--- config.mk ---
export PLATFORM = sky130hd
export DESIGN_NAME = sasc_step_atten_serial_ctrl
export DESIGN_NICKNAME = d
export VERILOG_FILES = /design/src/design/sasc_pkg.sv /design/src/design/sasc_step_atten_serial_ctrl.sv
export SDC_FILE = /design/constraint.sdc
export NUM_CORES = 1
export LEC_CHECK = 0
export ABC_AREA = 0
export BUFFER_PORTS_ARGS = -buffer_cell sky130_fd_sc_hd__clkbuf_2
export CAP_MARGIN = 20
export CORE_MARGIN = 3
export CORE_UTILIZATION = 35
export DETAILED_ROUTE_END_ITERATION = 8
export MAX_ROUTING_LAYER = met4
export PLACE_DENSITY_LB_ADDON = 0.08
export SLEW_MARGIN = 25
export SYNTH_ARGS = -nofsm -noshare
export SYNTH_HDL_FRONTEND = slang
export SYNTH_SLANG_ARGS = --single-unit
--- constraint.sdc ---
create_clock -name mclk -period 3.6 [get_ports mclk]
set_input_delay 0 -clock mclk [delete_from_list [all_inputs] [get_ports mclk]]
set_output_delay 0 -clock mclk [all_outputs]
set_load 0.05 [all_outputs]
--- src/design/sasc_pkg.sv ---
// Contract
// - attenuation travels as a five-bit serial word, one bit per step.
// - top bit selects 8 dB, bottom bit selects 0.5 dB.
// - at power-up the five bits load from the five parallel inputs.
// - any of 32 settings may be the power-up state until first word.
// - serial data sampled on serial clock rising edge, one bit per cycle.
package sasc_pkg;

	localparam int ATTEN_BITS = 5;
	localparam int MARKER_POS = 5;
	localparam int SHIFT_BITS = 6;

	// word bit positions by weight
	localparam int POS_8DB    = 4;
	localparam int POS_4DB    = 3;
	localparam int POS_2DB    = 2;
	localparam int POS_1DB    = 1;
	localparam int POS_HALFDB = 0;

	// register map
	localparam logic [3:0] OFF_CTRL   = 4'h0;
	localparam logic [3:0] OFF_ATTEN  = 4'h4;
	localparam logic [3:0] OFF_STATUS = 4'h8;

	localparam logic [4:0] ATTEN_RST  = 5'h00;
	localparam logic [1:0] RESP_OKAY  = 2'h0;
	localparam logic [1:0] RESP_SLVERR = 2'h2;

	// serial link timing
	localparam int CLK_PERIOD_PS = 8000;
	localparam int MIN_STROBE_NS = 30;
	// whole samples that a minimum-width strobe always spans
	localparam int MIN_STROBE_CYC = (MIN_STROBE_NS * 1000) / CLK_PERIOD_PS;

	typedef struct packed {
		logic       weight8dbBit;
		logic       weight4dbBit;
		logic       weight2dbBit;
		logic       weight1dbBit;
		logic       weightHalfDbBit;
	} sasc_atten_type;

	typedef struct packed {
		logic sck;
		logic sdi;
		logic wordStrobe;
	} sasc_link_type;

endpackage

--- src/design/sasc_step_atten_serial_ctrl.sv ---
`timescale 1ns/1ps
module sasc_step_atten_serial_ctrl #(
	parameter int STROBE_CYC = sasc_pkg::MIN_STROBE_CYC
) (
	// clock and reset
	input  wire logic                    mclk,
	input  wire logic                    arst_n,
	// serial link from host
	input  wire logic                    serialClk,
	input  wire logic                    serialData,
	input  wire logic                    wordStrobe,
	// power-up setting straps
	input  wire logic [4:0]              powerupPins,
	// axi4-lite write address
	input  wire logic [3:0]              awaddr,
	input  wire logic                    awvalid,
	output logic                         awready,
	// axi4-lite write data
	input  wire logic [31:0]             wdata,
	input  wire logic [3:0]              wstrb,
	input  wire logic                    wvalid,
	output logic                         wready,
	// axi4-lite write response
	output logic [1:0]                   bresp,
	output logic                         bvalid,
	input  wire logic                    bready,
	// axi4-lite read address
	input  wire logic [3:0]              araddr,
	input  wire logic                    arvalid,
	output logic                         arready,
	// axi4-lite read data
	output logic [31:0]                  rdata,
	output logic [1:0]                   rresp,
	output logic                         rvalid,
	input  wire logic                    rready,
	// applied attenuation and marker error flag
	output sasc_pkg::sasc_atten_type     atten,
	output logic                         markerError
);

	if (STROBE_CYC < 1 || STROBE_CYC > 255) begin : gStrobeRange
		$error("STROBE_CYC must lie between 1 and 255");
	end

	// two-stage synchronisers for link pins and straps
	sasc_pkg::sasc_link_type linkMeta_q, linkSync_q, linkPrev_q, linkMeta_d, linkSync_d, linkPrev_d;
	logic [4:0] strapMeta_q, strapSync_q, strapMeta_d, strapSync_d;

	always_comb begin
		linkMeta_d = '{sck: serialClk, sdi: serialData, wordStrobe: wordStrobe};
		linkSync_d = linkMeta_q;
		linkPrev_d = linkSync_q;
		strapMeta_d = powerupPins;
		strapSync_d = strapMeta_q;
	end

	always_ff @(posedge mclk or negedge arst_n) begin
		if (!arst_n) begin
			linkMeta_q  <= '0;
			linkSync_q  <= '0;
			linkPrev_q  <= '0;
		end else begin
			linkMeta_q  <= linkMeta_d;
			linkSync_q  <= linkSync_d;
			linkPrev_q  <= linkPrev_d;
		end
	end

	// straps keep sampling through reset so boot reads settled levels
	always_ff @(posedge mclk) begin
		strapMeta_q <= strapMeta_d;
		strapSync_q <= strapSync_d;
	end

	// edges come from the synchronised copy against the one behind it
	logic sckRise, strobeHigh;
	assign sckRise    = linkSync_q.sck && !linkPrev_q.sck;
	assign strobeHigh = linkSync_q.wordStrobe;

	// serial shifter, strobe filter, applied setting
	typedef enum logic [1:0] {
		SASC_BOOT0 = 2'h0,
		SASC_BOOT1 = 2'h1,
		SASC_RUN   = 2'h3
	} sasc_boot_type;

	sasc_boot_type bootState_q, bootState_d;
	logic [sasc_pkg::SHIFT_BITS-1:0] shift_q, shift_d;
	logic [7:0] strobeCnt_q, strobeCnt_d;
	logic strobeDone_q, strobeDone_d;
	sasc_pkg::sasc_atten_type atten_q, atten_d;
	logic markerErr_q, markerErr_d;
	logic [7:0] wordCount_q, wordCount_d;
	logic swLoad;
	logic [4:0] swValue;
	logic swClrErr;

	// map a raw five-bit word onto the weighted setting bits
	function automatic sasc_pkg::sasc_atten_type toAtten(input logic [4:0] w);
		sasc_pkg::sasc_atten_type a;
		a.weight8dbBit    = w[sasc_pkg::POS_8DB];
		a.weight4dbBit    = w[sasc_pkg::POS_4DB];
		a.weight2dbBit    = w[sasc_pkg::POS_2DB];
		a.weight1dbBit    = w[sasc_pkg::POS_1DB];
		a.weightHalfDbBit = w[sasc_pkg::POS_HALFDB];
		return a;
	endfunction

	always_comb begin
		bootState_d  = bootState_q;
		strobeCnt_d  = strobeCnt_q;
		strobeDone_d = strobeDone_q;
		atten_d      = atten_q;
		// a set in the same cycle as a clear wins
		markerErr_d  = markerErr_q && !swClrErr;
		wordCount_d  = wordCount_q;
		case (bootState_q)
			SASC_BOOT0: bootState_d = SASC_BOOT1;
			SASC_BOOT1: begin
				// straps are taken once, two edges after reset lets go
				atten_d     = toAtten(strapSync_q);
				bootState_d = SASC_RUN;
			end
			SASC_RUN: begin
				// strobe must be seen STROBE_CYC samples in a row; one apply per pulse
				if (!strobeHigh) begin
					strobeCnt_d  = 8'h00;
					strobeDone_d = 1'b0;
				end else if (!strobeDone_q) begin
					if (strobeCnt_q >= 8'(STROBE_CYC - 1)) begin
						strobeDone_d = 1'b1;
						atten_d      = toAtten(shift_q[sasc_pkg::ATTEN_BITS-1:0]);
						wordCount_d  = wordCount_q + 8'h01;
						if (shift_q[sasc_pkg::MARKER_POS])
							markerErr_d = 1'b1;
					end else begin
						strobeCnt_d = strobeCnt_q + 8'h01;
					end
				end
				// a bus write in the same cycle as a strobe apply overrides it
				if (swLoad)
					atten_d = toAtten(swValue);
			end
			default: bootState_d = SASC_BOOT0;
		endcase
	end

	always_ff @(posedge mclk or negedge arst_n) begin
		if (!arst_n) begin
			bootState_q  <= SASC_BOOT0;
			strobeCnt_q  <= 8'h00;
			strobeDone_q <= 1'b0;
			atten_q      <= sasc_pkg::ATTEN_RST;
			markerErr_q  <= 1'b0;
			wordCount_q  <= 8'h00;
		end else begin
			bootState_q  <= bootState_d;
			strobeCnt_q  <= strobeCnt_d;
			strobeDone_q <= strobeDone_d;
			atten_q      <= atten_d;
			markerErr_q  <= markerErr_d;
			wordCount_q  <= wordCount_d;
		end
	end

	// serial shifter keeps the last SHIFT_BITS bits, marker first
	always_comb begin
		shift_d = shift_q;
		if (bootState_q == SASC_RUN && sckRise)
			shift_d = {shift_q[sasc_pkg::SHIFT_BITS-2:0], linkSync_q.sdi};
	end

	always_ff @(posedge mclk or negedge arst_n) begin
		if (!arst_n)
			shift_q <= '0;
		else
			shift_q <= shift_d;
	end

	assign atten       = atten_q;
	assign markerError = markerErr_q;

	// axi4-lite slave
	logic [3:0]  awAddr_q, awAddr_d;
	logic        awHave_q, awHave_d, wHave_q, wHave_d;
	logic [31:0] wData_q, wData_d;
	logic        wByte0_q, wByte0_d;
	logic        bvalid_q, bvalid_d;
	logic [1:0]  bresp_q, bresp_d;
	logic        rvalid_q, rvalid_d;
	logic [1:0]  rresp_q, rresp_d;
	logic [31:0] rdata_q, rdata_d;
	logic        doWrite;

	function automatic logic isMapped(input logic [3:0] addr);
		return addr == sasc_pkg::OFF_CTRL || addr == sasc_pkg::OFF_ATTEN || addr == sasc_pkg::OFF_STATUS;
	endfunction

	// the response waits until address and data are both held
	assign doWrite  = awHave_q && wHave_q && !bvalid_q;
	assign swLoad   = doWrite && wByte0_q && awAddr_q == sasc_pkg::OFF_ATTEN;
	assign swValue  = wData_q[4:0];
	assign swClrErr = doWrite && wByte0_q && awAddr_q == sasc_pkg::OFF_STATUS && wData_q[0];

	always_comb begin
		awAddr_d = awAddr_q;
		awHave_d = awHave_q;
		wHave_d  = wHave_q;
		wData_d  = wData_q;
		wByte0_d = wByte0_q;
		bvalid_d = bvalid_q;
		bresp_d  = bresp_q;
		rvalid_d = rvalid_q;
		rresp_d  = rresp_q;
		rdata_d  = rdata_q;
		// each channel is taken only at an edge with valid and ready both high
		if (awvalid && awready) begin
			awAddr_d = awaddr;
			awHave_d = 1'b1;
		end
		if (wvalid && wready) begin
			wData_d  = wdata;
			wByte0_d = wstrb[0];
			wHave_d  = 1'b1;
		end
		if (doWrite) begin
			bvalid_d = 1'b1;
			bresp_d  = isMapped(awAddr_q) ? sasc_pkg::RESP_OKAY : sasc_pkg::RESP_SLVERR;
		end
		if (bvalid_q && bready) begin
			bvalid_d = 1'b0;
			awHave_d = 1'b0;
			wHave_d  = 1'b0;
		end
		if (arvalid && arready) begin
			rvalid_d = 1'b1;
			rresp_d  = isMapped(araddr) ? sasc_pkg::RESP_OKAY : sasc_pkg::RESP_SLVERR;
			case (araddr)
				sasc_pkg::OFF_CTRL:   rdata_d = {24'h000000, wordCount_q};
				sasc_pkg::OFF_ATTEN:  rdata_d = {27'h0000000, atten_q};
				sasc_pkg::OFF_STATUS: rdata_d = {25'h0000000, shift_q, markerErr_q};
				default:              rdata_d = 32'h00000000;
			endcase
		end else if (rvalid_q && rready) begin
			rvalid_d = 1'b0;
		end
	end

	always_ff @(posedge mclk or negedge arst_n) begin
		if (!arst_n) begin
			awAddr_q <= 4'h0;
			awHave_q <= 1'b0;
			wHave_q  <= 1'b0;
			wData_q  <= 32'h00000000;
			wByte0_q <= 1'b0;
			bvalid_q <= 1'b0;
			bresp_q  <= 2'h0;
			rvalid_q <= 1'b0;
			rresp_q  <= 2'h0;
			rdata_q  <= 32'h00000000;
		end else begin
			awAddr_q <= awAddr_d;
			awHave_q <= awHave_d;
			wHave_q  <= wHave_d;
			wData_q  <= wData_d;
			wByte0_q <= wByte0_d;
			bvalid_q <= bvalid_d;
			bresp_q  <= bresp_d;
			rvalid_q <= rvalid_d;
			rresp_q  <= rresp_d;
			rdata_q  <= rdata_d;
		end
	end

	// readies register the inverse of the next capture flags (of next rvalid for arready), so each output is a plain flop
	logic awReady_q, awReady_d, wReady_q, wReady_d, arReady_q, arReady_d;

	always_comb begin
		awReady_d = !awHave_d;
		wReady_d  = !wHave_d;
		arReady_d = !rvalid_d;
	end

	always_ff @(posedge mclk or negedge arst_n) begin
		if (!arst_n) begin
			awReady_q <= 1'b0;
			wReady_q  <= 1'b0;
			arReady_q <= 1'b0;
		end else begin
			awReady_q <= awReady_d;
			wReady_q  <= wReady_d;
			arReady_q <= arReady_d;
		end
	end

	assign awready = awReady_q;
	assign wready  = wReady_q;
	assign arready = arReady_q;
	assign bvalid  = bvalid_q;
	assign bresp   = bresp_q;
	assign rvalid  = rvalid_q;
	assign rresp   = rresp_q;
	assign rdata   = rdata_q;

endmodule

=== Yosys cells after proc, flatten, opt, wreduce, memory -nomap -nowiden ===
Index checks and enable logic that the tools add are counted.

* Flip-flop bits (word level): 101
* Logic and storage cells: 108
* Input port bits: 59

* Order comparisons: 1
* Add/sub/neg operators: 2
* Bitwise gates (word level): 1
* Multiplexer cells: 28
* Eq/ne operators: 11
* Reduce and logical (&&, ||, !) cells: 32

{| class="wikitable"
|+ Operators with widths
! kind !! number
|-
| 8-bit 2-to-1 mux || 3
|-
| 8-bit case mux with 3 select lines || 1
|-
| 5-bit 2-to-1 mux || 4
|-
| 8-bit by 1-bit adder with 8-bit output, second input constant || 2
|-
| 1-bit 2-to-1 mux || 16
|-
| 1-bit logical AND || 14
|-
| 5-bit case mux with 2 select lines || 1
|-
| 3-bit inequality test, second input constant || 3
|-
| 4-bit by 3-bit equality test with 1-bit output, second input constant || 2
|-
| 4-bit equality test, second input constant || 2
|-
| 8-bit by 2-bit greater-or-equal comparator with 1-bit output, second input constant || 1
|-
| 4-bit logical NOT || 2
|-
| 4-bit AND reduction || 2
|-
| 1-bit logical NOT || 6
|-
| 2-bit case mux with 3 select lines || 1
|-
| 1-bit logical OR || 4
|-
| 2-bit 2-to-1 mux || 2
|-
| 2-bit inequality test, second input constant || 2
|-
| 2-bit nonzero test || 2
|-
| 3-bit AND reduction || 1
|-
| 2-bit by 1-bit equality test with 1-bit output, second input constant || 1
|-
| 2-bit equality test, second input constant || 1
|-
| 2-bit logical NOT || 1
|-
| 1-bit NOT || 1
|}

=== Longest topological paths before layout ===
Gate-level depths: netlist of the first run.

* Depth after elaboration: 12
* Mapped depth: 7
* Gate-level depth less buffers: 6

=== Worst setup path before layout of the first run ===
Ideal clock, no wire load.

* Kind: flip-flop to flip-flop
* Start point: reg bvalid_q, in the netlist bvalid
* End point: reg atten_q (netlist bit atten[4])
* Arrival: 1855 ps
* Slack: 1658 ps
* Cell stages (with the launch flop): 7
* Library setup time: 87 ps
* Cells stage by stage: dfrtp_1 > and3b_1 > clkbuf_1 > and3_1 > clkbuf_1 > mux2_2 > a22oi_1

* Cells in the longest elaborated chain, start to end: 6
* Elaborated cells on any way between the ends: 10

{| class="wikitable"
|+ RTL lines
! what !! RTL line !! source
|-
| from (decl) || sasc_step_atten_serial_ctrl.sv:188 || <nowiki>logic bvalid_q, bvalid_d;</nowiki>
|-
| from (signal assigned) || sasc_step_atten_serial_ctrl.sv:267 || <nowiki>bvalid_q <= bvalid_d;</nowiki>
|-
| 1-bit logical NOT (*) || sasc_step_atten_serial_ctrl.sv:200 || <nowiki>assign doWrite = awHave_q && wHave_q && !bvalid_q;</nowiki>
|-
| 1-bit logical AND (*) || sasc_step_atten_serial_ctrl.sv:200 ||
|-
| 1-bit logical AND (*) (2 in series) || sasc_step_atten_serial_ctrl.sv:201 || <nowiki>assign swLoad = doWrite && wByte0_q && awAddr_q == sasc_pkg::OFF_ATTEN;</nowiki>
|-
| 3-bit inequality test (no line) / 5-bit 2-to-1 mux (equally long branches) || -- ||
|-
| 4-bit AND reduction (no line) / 5-bit case mux with 2 select lines (equally long branches) || -- ||
|-
| to (signal assigned) || sasc_step_atten_serial_ctrl.sv:153 || <nowiki>atten_q <= sasc_pkg::ATTEN_RST;</nowiki>
|-
| to (signal assigned) || sasc_step_atten_serial_ctrl.sv:160 || <nowiki>atten_q <= atten_d;</nowiki>
|-
| to (decl) || sasc_step_atten_serial_ctrl.sv:91 || <nowiki>sasc_pkg::sasc_atten_type atten_q, atten_d;</nowiki>
|}

Mark *: on every way between the ends. The rest lies on a longest branch, timed or not.
A chain may end at the register's enable or synchronous reset.

=== Worst setup path in the final report of the first run ===
* Start point: reg arReady_q, in the netlist arready
* End point: reg rresp_q[1], in the netlist rresp[1]

* Cells in the longest elaborated chain, start to end: 1

{| class="wikitable"
|+ RTL lines
! what !! RTL line !! source
|-
| from (decl) || sasc_step_atten_serial_ctrl.sv:276 || <nowiki>logic awReady_q, awReady_d, wReady_q, wReady_d, arReady_q, arReady_d;</nowiki>
|-
| from (signal assigned) || sasc_step_atten_serial_ctrl.sv:292 || <nowiki>arReady_q <= arReady_d;</nowiki>
|-
| 1-bit logical AND || sasc_step_atten_serial_ctrl.sv:235 || <nowiki>if (arvalid && arready) begin</nowiki>
|-
| to (signal assigned) || sasc_step_atten_serial_ctrl.sv:270 || <nowiki>rresp_q <= rresp_d;</nowiki>
|-
| to (decl) || sasc_step_atten_serial_ctrl.sv:191 || <nowiki>logic [1:0] rresp_q, rresp_d;</nowiki>
|}

Every way passes these cells.

==> results of run 1 <==
## critical path, stage by stage (launching register included)
cell	delay, ps
dfrtp_1	360
nand2_1	260
a2111oi_2	760
nor2_1	100
dlygate4sd3_1	580
## path summary, 6_finish.rpt
kind,startpoint,end,slack [ps],depth (start not counted)
max,arready,rresp[1],1420,4
min,araddr[0],rdata[5],20,3
max reg2reg,arready,rresp[1],1420,4
min reg2reg,strapMeta_q[1],strapSync_q[1],330,0
max in group asynchronous,arst_n,wData_q[2],2420,3
min in group asynchronous,arst_n,rresp[1],280,2
## state kept, by name, summed over array words and instances, names as in the netlist, 3 cells and up
| name | flops |
|---|---|
| rdata | 8 |
| strobeCnt_q | 8 |
| wordCount_q | 8 |
| shift_q | 6 |
| atten | 5 |
| strapMeta_q | 5 |
| strapSync_q | 5 |
| wData_q | 5 |
| awAddr_q | 4 |
| linkMeta_q | 3 |
## cell type report
type                       count  area (um2)
fill                         883        4880
tap                          108         135
timing repair buffer          76         513
clock inverter                 6        90.1
inverter                      21        78.8
sequential                    75        1830
clock buffer                  10         128
multi-input combinational    172        1160
## power by group through the flow
| stage | logic [uW] | clock network [uW] | registers [uW] |
|---|---|---|---|
| 2_1_floorplan | 497 | 0 | 1410 |
| 3_3_place_gp | 866 | 0 | 1240 |
| 3_5_place_dp | 872 | 0 | 1240 |
| 4_1_cts | 899 | 736 | 1220 |
| 5_1_grt | 975 | 769 | 1250 |
| 6_report | 890 | 708 | 1220 |
## through the flow
step	setup WS, ps	utilization [%]	std cells	power, uW
after floorplan	1660	-	304	1910
after global placement	1590	39.2	426	2110
after detailed placement	1590	39.2	426	2110
after CTS	1350	44.6	468	2860
after global routing	1260	44.6	468	3000
final	1420	44.6	468	2820
## what timing repair did
item                                    4_1_cts  5_1_grt
hold buffers                                 26        0
endpoints found under the setup margin        0        0
hold endpoints to repair                     62        0
## metal layers
layer / wire [um] / part of all wire, %
met5: 0 / 0
met4: 82 / 1.4
met3: 319 / 5.3
met2: 2550 / 42
met1: 3070 / 51
## cells in the final DEF (no fill, tap or decap), drive strengths merged, types with 2 or more instances in the layout
| cell | n |
|---|---|
| bufinv | 2 |
| nor2 | 6 |
| nand3 | 3 |
| and3 | 3 |
| ha | 3 |
| dlygate4sd3 | 26 |
| nor2b | 4 |
| o21ai | 14 |
| dfrtp | 65 |
| a21oi | 3 |
| or4 | 2 |
| a22oi | 5 |
| clkinv | 3 |
| inv | 21 |
| buf | 2 |
| and3b | 2 |
| a31o | 2 |
| a31oi | 6 |
| xnor2 | 6 |
| dfxtp | 10 |
| mux2i | 7 |
| clkbuf | 58 |
| o31ai | 3 |
| conb | 26 |
| nand4 | 3 |
| mux2 | 22 |
| and2 | 7 |
| a22o | 6 |
| nand2 | 26 |
## cells by family (layout without fill, tap and decap cells)
family                   count (synthesis)  in the layout  synth area share, %
other                                    1             26                0.117
flip-flops                              75             75                 56.9
adder cells (fa/ha/maj)                  3              3                 1.17
buffers and inverters                   57            113                 9.97
AO/OA/AOI/OAI                           46             46                 10.1
XOR/XNOR                                 7              7                 1.91
multiplexers                            29             29                 10.0
AND/OR/NAND/NOR                         61             61                 9.89
==> flow_summary.toml, run 1 <==
[run_status]
outcome = "finished clean"

[clocking]
cts_resized = 0
htreeDepth = 3
clockRootBuffer = "clkbuf_8"
clock_latency_ps = 340
cts_buffers = 9
clk_pin_slew_worst_paths_ps = 80
cts_tree = "built"
cts_num_sinks = 75
ctsLongestPathBuffers = 2
cts_setup_buffers = 0

[cells_and_area]
n_antenna_cell = 0
final_area_um2 = 3930
nNetsFinal = 417
area_growth_pct = 22.4
drive_gt1_share_pct = 25.8

[sta]
fin_crit_sh_pct = 60.5
period_minus_slack_ps = 2180
setup_violations = 0
rsz0062_at_grt = "false"
maxSlewViolCount = 0
slew_headroom_pct = 46.7
fmax_mhz = 459
tns_ps = 0
skew_ps = 6.60
worstMarginPinSlew_ps = 800
final_hold_viol_count = 0
hold_ws_ps = 15.5

[setup_path]
path_class = "register to register"
critical_path_required_ps = 3830
cp_max_fo = 13
critPathLaunchType = "register"
critPathArrivalTime_ps = 2410
critical_path.endpoint_type = "register"

[power_and_ir_drop]
combinationalPowerShare_pct = 31.6
sw_frac_of_total_pct = 37.2
p_clk_share_pct = 25.1
p_per_area_nw_per_um2 = 717
p_int_uw = 1770
power_switching_uw = 1050
leakage_uw = 0.00196
seqPwrFrac_pct = 43.3
peakVddDrop_mv = 0.297

[synth]
synth_cells = 279
synth_cell_type_count = 43
synth.area.top_cells = "dfrtp_1 (51%), mux2_2 (7.4%), dfxtp_1 (6.2%), buf_4 (6.1%), nand2_1 (3.0%)"
ys_seq_area_share_pct = 56.9
syn_avg_cell_area_um2 = 11.5
synth_edf_count = 0
yosys_warnings = 0
ys_seq_elements = 75
synthTopCellsByCount = "dfrtp_1 (65), buf_4 (26), nand2_1 (26)"
synth_ff_type = "dfrtp_1"
ys_async_sr_fraction_pct = 86.7
synth_top_area_share_pct = 50.6
yosys.area.top_type = "dfrtp_1"
syn_area_um2 = 3210
yosysMostFrequentCell = "dfrtp_1"

[global_route]
grt_pass1_vias = 1972
grt_util_met1_pct = 17.3
overflow = 0
grt_max_degree = 37
antenna_found_initial = 0
grt.total_usage_pct = 12.8
grt-busiest-layer = "met2"
grt_use_met2_pct = 17.8
grt_pass1_wl_um = 9810
met3_usage_pct = 3.79

[detailed_routing]
ant_nets = 0
drtPass1Iterations = 4
drtIter0Drc = 78
drcViolationCount = 0
vias = 2073
wire_per_inst_um = 12.9
drt_wl_total_um = 6020
via_per_inst = 4.43

[placed_design]
placed_area_um2 = 3450
io_buffers = 49
dp.final_hpwl_um = 4250
place.gp.congestion = 0.759

[floorplanning]
dieWidth_um = 102
start_util_pct = 36.5
die_area_um2 = 10400
core_area_um2 = 8810
rows = 34
ios = 106
die_h_um = 102

[flow_run]
maxCapViolations = 0

[min_path]
hp-class = "input pin to register"
No activity file was read; power rests on OpenSTA's default activity.
==> run 2, diff against run 1 <==
==> constraint.sdc (replaced) <==
create_clock -name mclk -period 1.9 [get_ports mclk]
set_input_delay 0 -clock mclk [delete_from_list [all_inputs] [get_ports mclk]]
set_output_delay 0 -clock mclk [all_outputs]
set_load 0.05 [all_outputs]
==> flow_summary.toml, run 2 (synthesis results as in run 1) <==
[run_status]
outcome = "finished clean"

[global_route]
grt_pass1_vias = 2101
overflow = 0
grt_pass1_wl_um = 10400
grt.total_usage_pct = 13.5
grt_max_degree = 66
antenna_found_initial = 0

[setup_path]
critical_path.endpoint_type = "register"
worstPathCellList = "inv_2 > ha_2 > or4_4 > o211a_4 > mux2_4"
critPathBufInv = 1
path_class = "register to register"
cp_max_fo = 9
crit_cells = 5
critPathArrivalTime_ps = 2050
setup.worst_path.start = "strobeCnt_q[0]"
critPathSlowestCell = "or4_4"
reg2reg_depth = 5
crit_path_max_incr_delay_ps = 530
critPathLaunchType = "register"
reg2reg_slack_ps = 70
rr_startpoint = "strobeCnt_q[0]"
rr_endpoint = "wordCount_q[1]"
critical_path_required_ps = 2120
critPathTopFamily = "simple AND/OR/NAND/NOR gates"
crit_end = "wordCount_q[1]"

[detailed_routing]
via_per_inst = 4.50
drtPass1Iterations = 4
drt_wl_total_um = 6310
drcViolationCount = 0
wire_per_inst_um = 13.4
ant_nets = 0
vias = 2126
drtIter0Drc = 75

[power_and_ir_drop]
leakage_uw = 0.00195
p_per_area_nw_per_um2 = 1300
peakVddDrop_mv = 0.500
p_total_uw = 5130

[sta]
period_minus_slack_ps = 1830
fin_crit_sh_pct = 96.1
rsz0062_at_grt = "false"
tns_ps = 0
fmax_mhz = 548
maxSlewViolCount = 0
setup_violations = 0
final_hold_viol_count = 0
hold_ws_ps = 20.4
skew_ps = 10.5
setup_ws_ps = 74.5

[placed_design]
io_buffers = 49
place.gp.congestion = 0.760
place_ws_ps = -56.8
dp.final_hpwl_um = 4390

[cells_and_area]
nNetsFinal = 421
area_growth_pct = 22.6
fin_util_pct = 44.7
n_antenna_cell = 0
drive_gt1_share_pct = 28.6
fillCellCount = 874
layout_commonest_cell = "dfrtp_1"
final_cell_mix = "dfrtp_1 (64), clkbuf_2 (49), nand2_1 (26), conb_1 (26), dlygate4sd3_1 (22)"

[clocking]
cts_buffers = 9
htreeDepth = 3
clock_latency_ps = 340
cts_tree = "built"
clockRootBuffer = "clkbuf_8"
clk_pin_slew_worst_paths_ps = 80
ctsLongestPathBuffers = 2
cts_num_sinks = 75
cts_setup_buffers = 0

[floorplanning]
core_area_um2 = 8810
rows = 34
dieWidth_um = 102
die_area_um2 = 10400
start_util_pct = 36.5
ios = 106
die_h_um = 102

[flow_run]
maxCapViolations = 0

[min_path]
hold_start = "araddr[3]"
hp-class = "input pin to register"
==> run 2: worst min path at each step <==
stage / end / slack, ps / cells past startpoint
after floorplan: arready / -300 / 0
after global placement: rvalid / 50 / 2
after detailed placement: rvalid / 50 / 2
after CTS: rdata[7] / 9 / 3
after global routing: rdata[5] / 30 / 3
final: rdata[7] / 20 / 2
==> run 2: layout make-up <==
class                   instances  area (um2)  area share (%)
clock inverters                 4        28.8           0.731
inverters                      21        78.8            2.00
flip-flops and latches         75        1830            46.4
multi-input cells             172        1180            30.0
clock buffers                  12         135            3.43
repair buffers                 80         549            13.9
well taps                     108         135            3.43
==> run 2: repair_timing <==
item / 4_1_cts / 5_1_grt
setup endpoints to repair: 3 / 7
pin swaps: 0 / 3
hold endpoints to repair: 91 / 0
hold buffers: 22 / 0
gates resized for setup: 2 / 5
==> run 2: metrics by stage <==
stage / instances / cell area, um2
finish: 472 / 3940
global route: 472 / 3940
CTS: 472 / 3920
detailed placement: 434 / 3530
global placement: 434 / 3530
floorplan: 304 / 3310
==> run 2: power breakdown <==
group,switching (uW),internal (uW),total [uW]
logic,1080,679,1760
clock network,571,476,1050
registers,337,1990,2330
total,1990,3140,5130
==> run 2: layer usage <==
metal	GRT usage [%]	routed length [um]	vias to the layer above
li1	-	-	1055
met1	18.7	3200	997
met2	18.9	2700	66
met3	3.03	287	8
met4	6.13	110	0
met5	-	0	-
==> run 3, diff against run 2 <==
--- a/config.mk
+++ b/config.mk
@@ -9,10 +9,11 @@
 export BUFFER_PORTS_ARGS = -buffer_cell sky130_fd_sc_hd__clkbuf_2
 export CAP_MARGIN = 20
 export CORE_MARGIN = 3
-export CORE_UTILIZATION = 35
+export CORE_UTILIZATION = 45
 export DETAILED_ROUTE_END_ITERATION = 8
 export MAX_ROUTING_LAYER = met4
 export PLACE_DENSITY_LB_ADDON = 0.08
+export SKIP_CTS_REPAIR_TIMING = 1
 export SLEW_MARGIN = 25
 export SYNTH_ARGS = -nofsm -noshare
 export SYNTH_HDL_FRONTEND = slang
==> flow_summary.toml, run 3 (synthesis results as in run 1) <==
[placed_design]
dp.final_hpwl_um = 4400
place.gp.congestion = 0.805
post-place-cells = 423
io_buffers = 49

[setup_path]
critPathSlowestCell = "or4_4"
critical_path.endpoint_type = "register"
cp_max_fo = 9
worstPathCellList = "buf_4 > or4_4 > o211a_4 > mux2_4"
path_class = "register to register"
critPathLaunchType = "register"
critPathArrivalTime_ps = 2030
critical_path_required_ps = 2120
crit_path_max_incr_delay_ps = 540

[power_and_ir_drop]
p_per_area_nw_per_um2 = 1320
p_int_uw = 3180
combinationalPowerShare_pct = 34.5
p_clk_share_pct = 20.7
power_switching_uw = 2000
sw_frac_of_total_pct = 38.6
leakage_uw = 0.00197
peakVddDrop_mv = 0.633
seqPwrFrac_pct = 44.9

[sta]
skew_ps = 10.5
maxSlewViolCount = 0
rsz0062_at_grt = "false"
fin_crit_sh_pct = 95.1
period_minus_slack_ps = 1810
setup_violations = 0
final_hold_viol_count = 0
fmax_mhz = 553

[global_route]
antenna_found_initial = 0
grt.total_usage_pct = 16.2
grt_pass1_wl_um = 10300
overflow = 0
grt_max_degree = 28
grt_pass1_vias = 2106

[cells_and_area]
fin_util_pct = 57.3
area_growth_pct = 22.5
final_cell_mix = "dfrtp_1 (64), clkbuf_2 (49), nand2_1 (26), conb_1 (26), dlygate4sd3_1 (22)"
stdcell_count = 462
nNetsFinal = 423
n_antenna_cell = 0
drive_gt1_share_pct = 29.5
layout_commonest_cell = "dfrtp_1"

[floorplanning]
die_h_um = 90.5
dieWidth_um = 90.5
rows = 30
core_area_um2 = 6870
start_util_pct = 46.8
die_area_um2 = 8190
ios = 106

[min_path]
hp-class = "input pin to register"

[detailed_routing]
wire_per_inst_um = 13.1
drtPass1Iterations = 4
vias = 2139
via_per_inst = 4.63
drt_wl_total_um = 6070
drtIter0Drc = 56
ant_nets = 0
drcViolationCount = 0

[clocking]
clock_latency_ps = 340
clockRootBuffer = "clkbuf_8"
cts_buffers = 9
clk_pin_slew_worst_paths_ps = 80
cts_num_sinks = 75
cts_tree = "built"
htreeDepth = 3
ctsLongestPathBuffers = 2

[flow_run]
maxCapViolations = 0

[run_status]
outcome = "finished clean"
run 3: area by class of cell:
class	instances	area (um2)
fillers	593	2930
flip-flops and latches	75	1830
multi-input cells	172	1180
repair buffers	82	548
clock buffers	10	138
well taps	96	120
inverters	21	78.8
clock inverters	6	41.3
run 3: worst paths after layout:
path | end | slack, ps | cells after the start | start
worst min-delay path | rdata[7] | 30 | 3 | araddr[1]
worst min register to register | strapSync_q[3] | 330 | 0 | strapMeta_q[3]
worst max-delay path | wordCount_q[1] | 90 | 4 | strobeCnt_q[1]
max in group asynchronous | markerError | 1020 | 3 | arst_n
worst max register to register | wordCount_q[1] | 90 | 4 | strobeCnt_q[1]
min in group asynchronous | rvalid | 160 | 2 | arst_n
run 3: power groups by stage:
stage | combinational [uW] | sequential, uW | clock, uW
3_3_place_gp | 1680 | 2350 | 0
6_report | 1790 | 2330 | 1070
2_1_floorplan | 941 | 2680 | 0
3_5_place_dp | 1720 | 2360 | 0
5_1_grt | 1960 | 2380 | 1190
4_1_cts | 1730 | 2330 | 1110
run 3: metal layers:
layer	up-vias	global-route usage [%]	share of wire, %
li1	1063	-	-
met1	1004	22.5	47
met2	64	22.6	47
met3	8	4.67	5.3
met4	0	5.87	1.1
met5	-	-	0
run 3: critical path: cells and delay by family, from the launching register on:
kind | cells | cell delay (ps)
AOI/OAI and AO/OA | 1 | 320
muxes | 1 | 300
buffers and inverters | 1 | 150
DFF | 1 | 390
and+or+nand+nor | 1 | 540
run 3: metrics by stage:
stage	hold WS [ps]	setup slack (ps)	TNS, ps	power [uW]	area (um2)
after global placement	-23.1	-0.145	-0.145	4030	3510
after floorplan	-296	27.2	0	3620	3310
after CTS	-395	-47.6	-64.8	5170	3680
after global routing	53.5	2.56	0	5530	3940
final	34.1	92.6	0	5190	3940
after detailed placement	-24.1	-28.8	-28.8	4070	3510
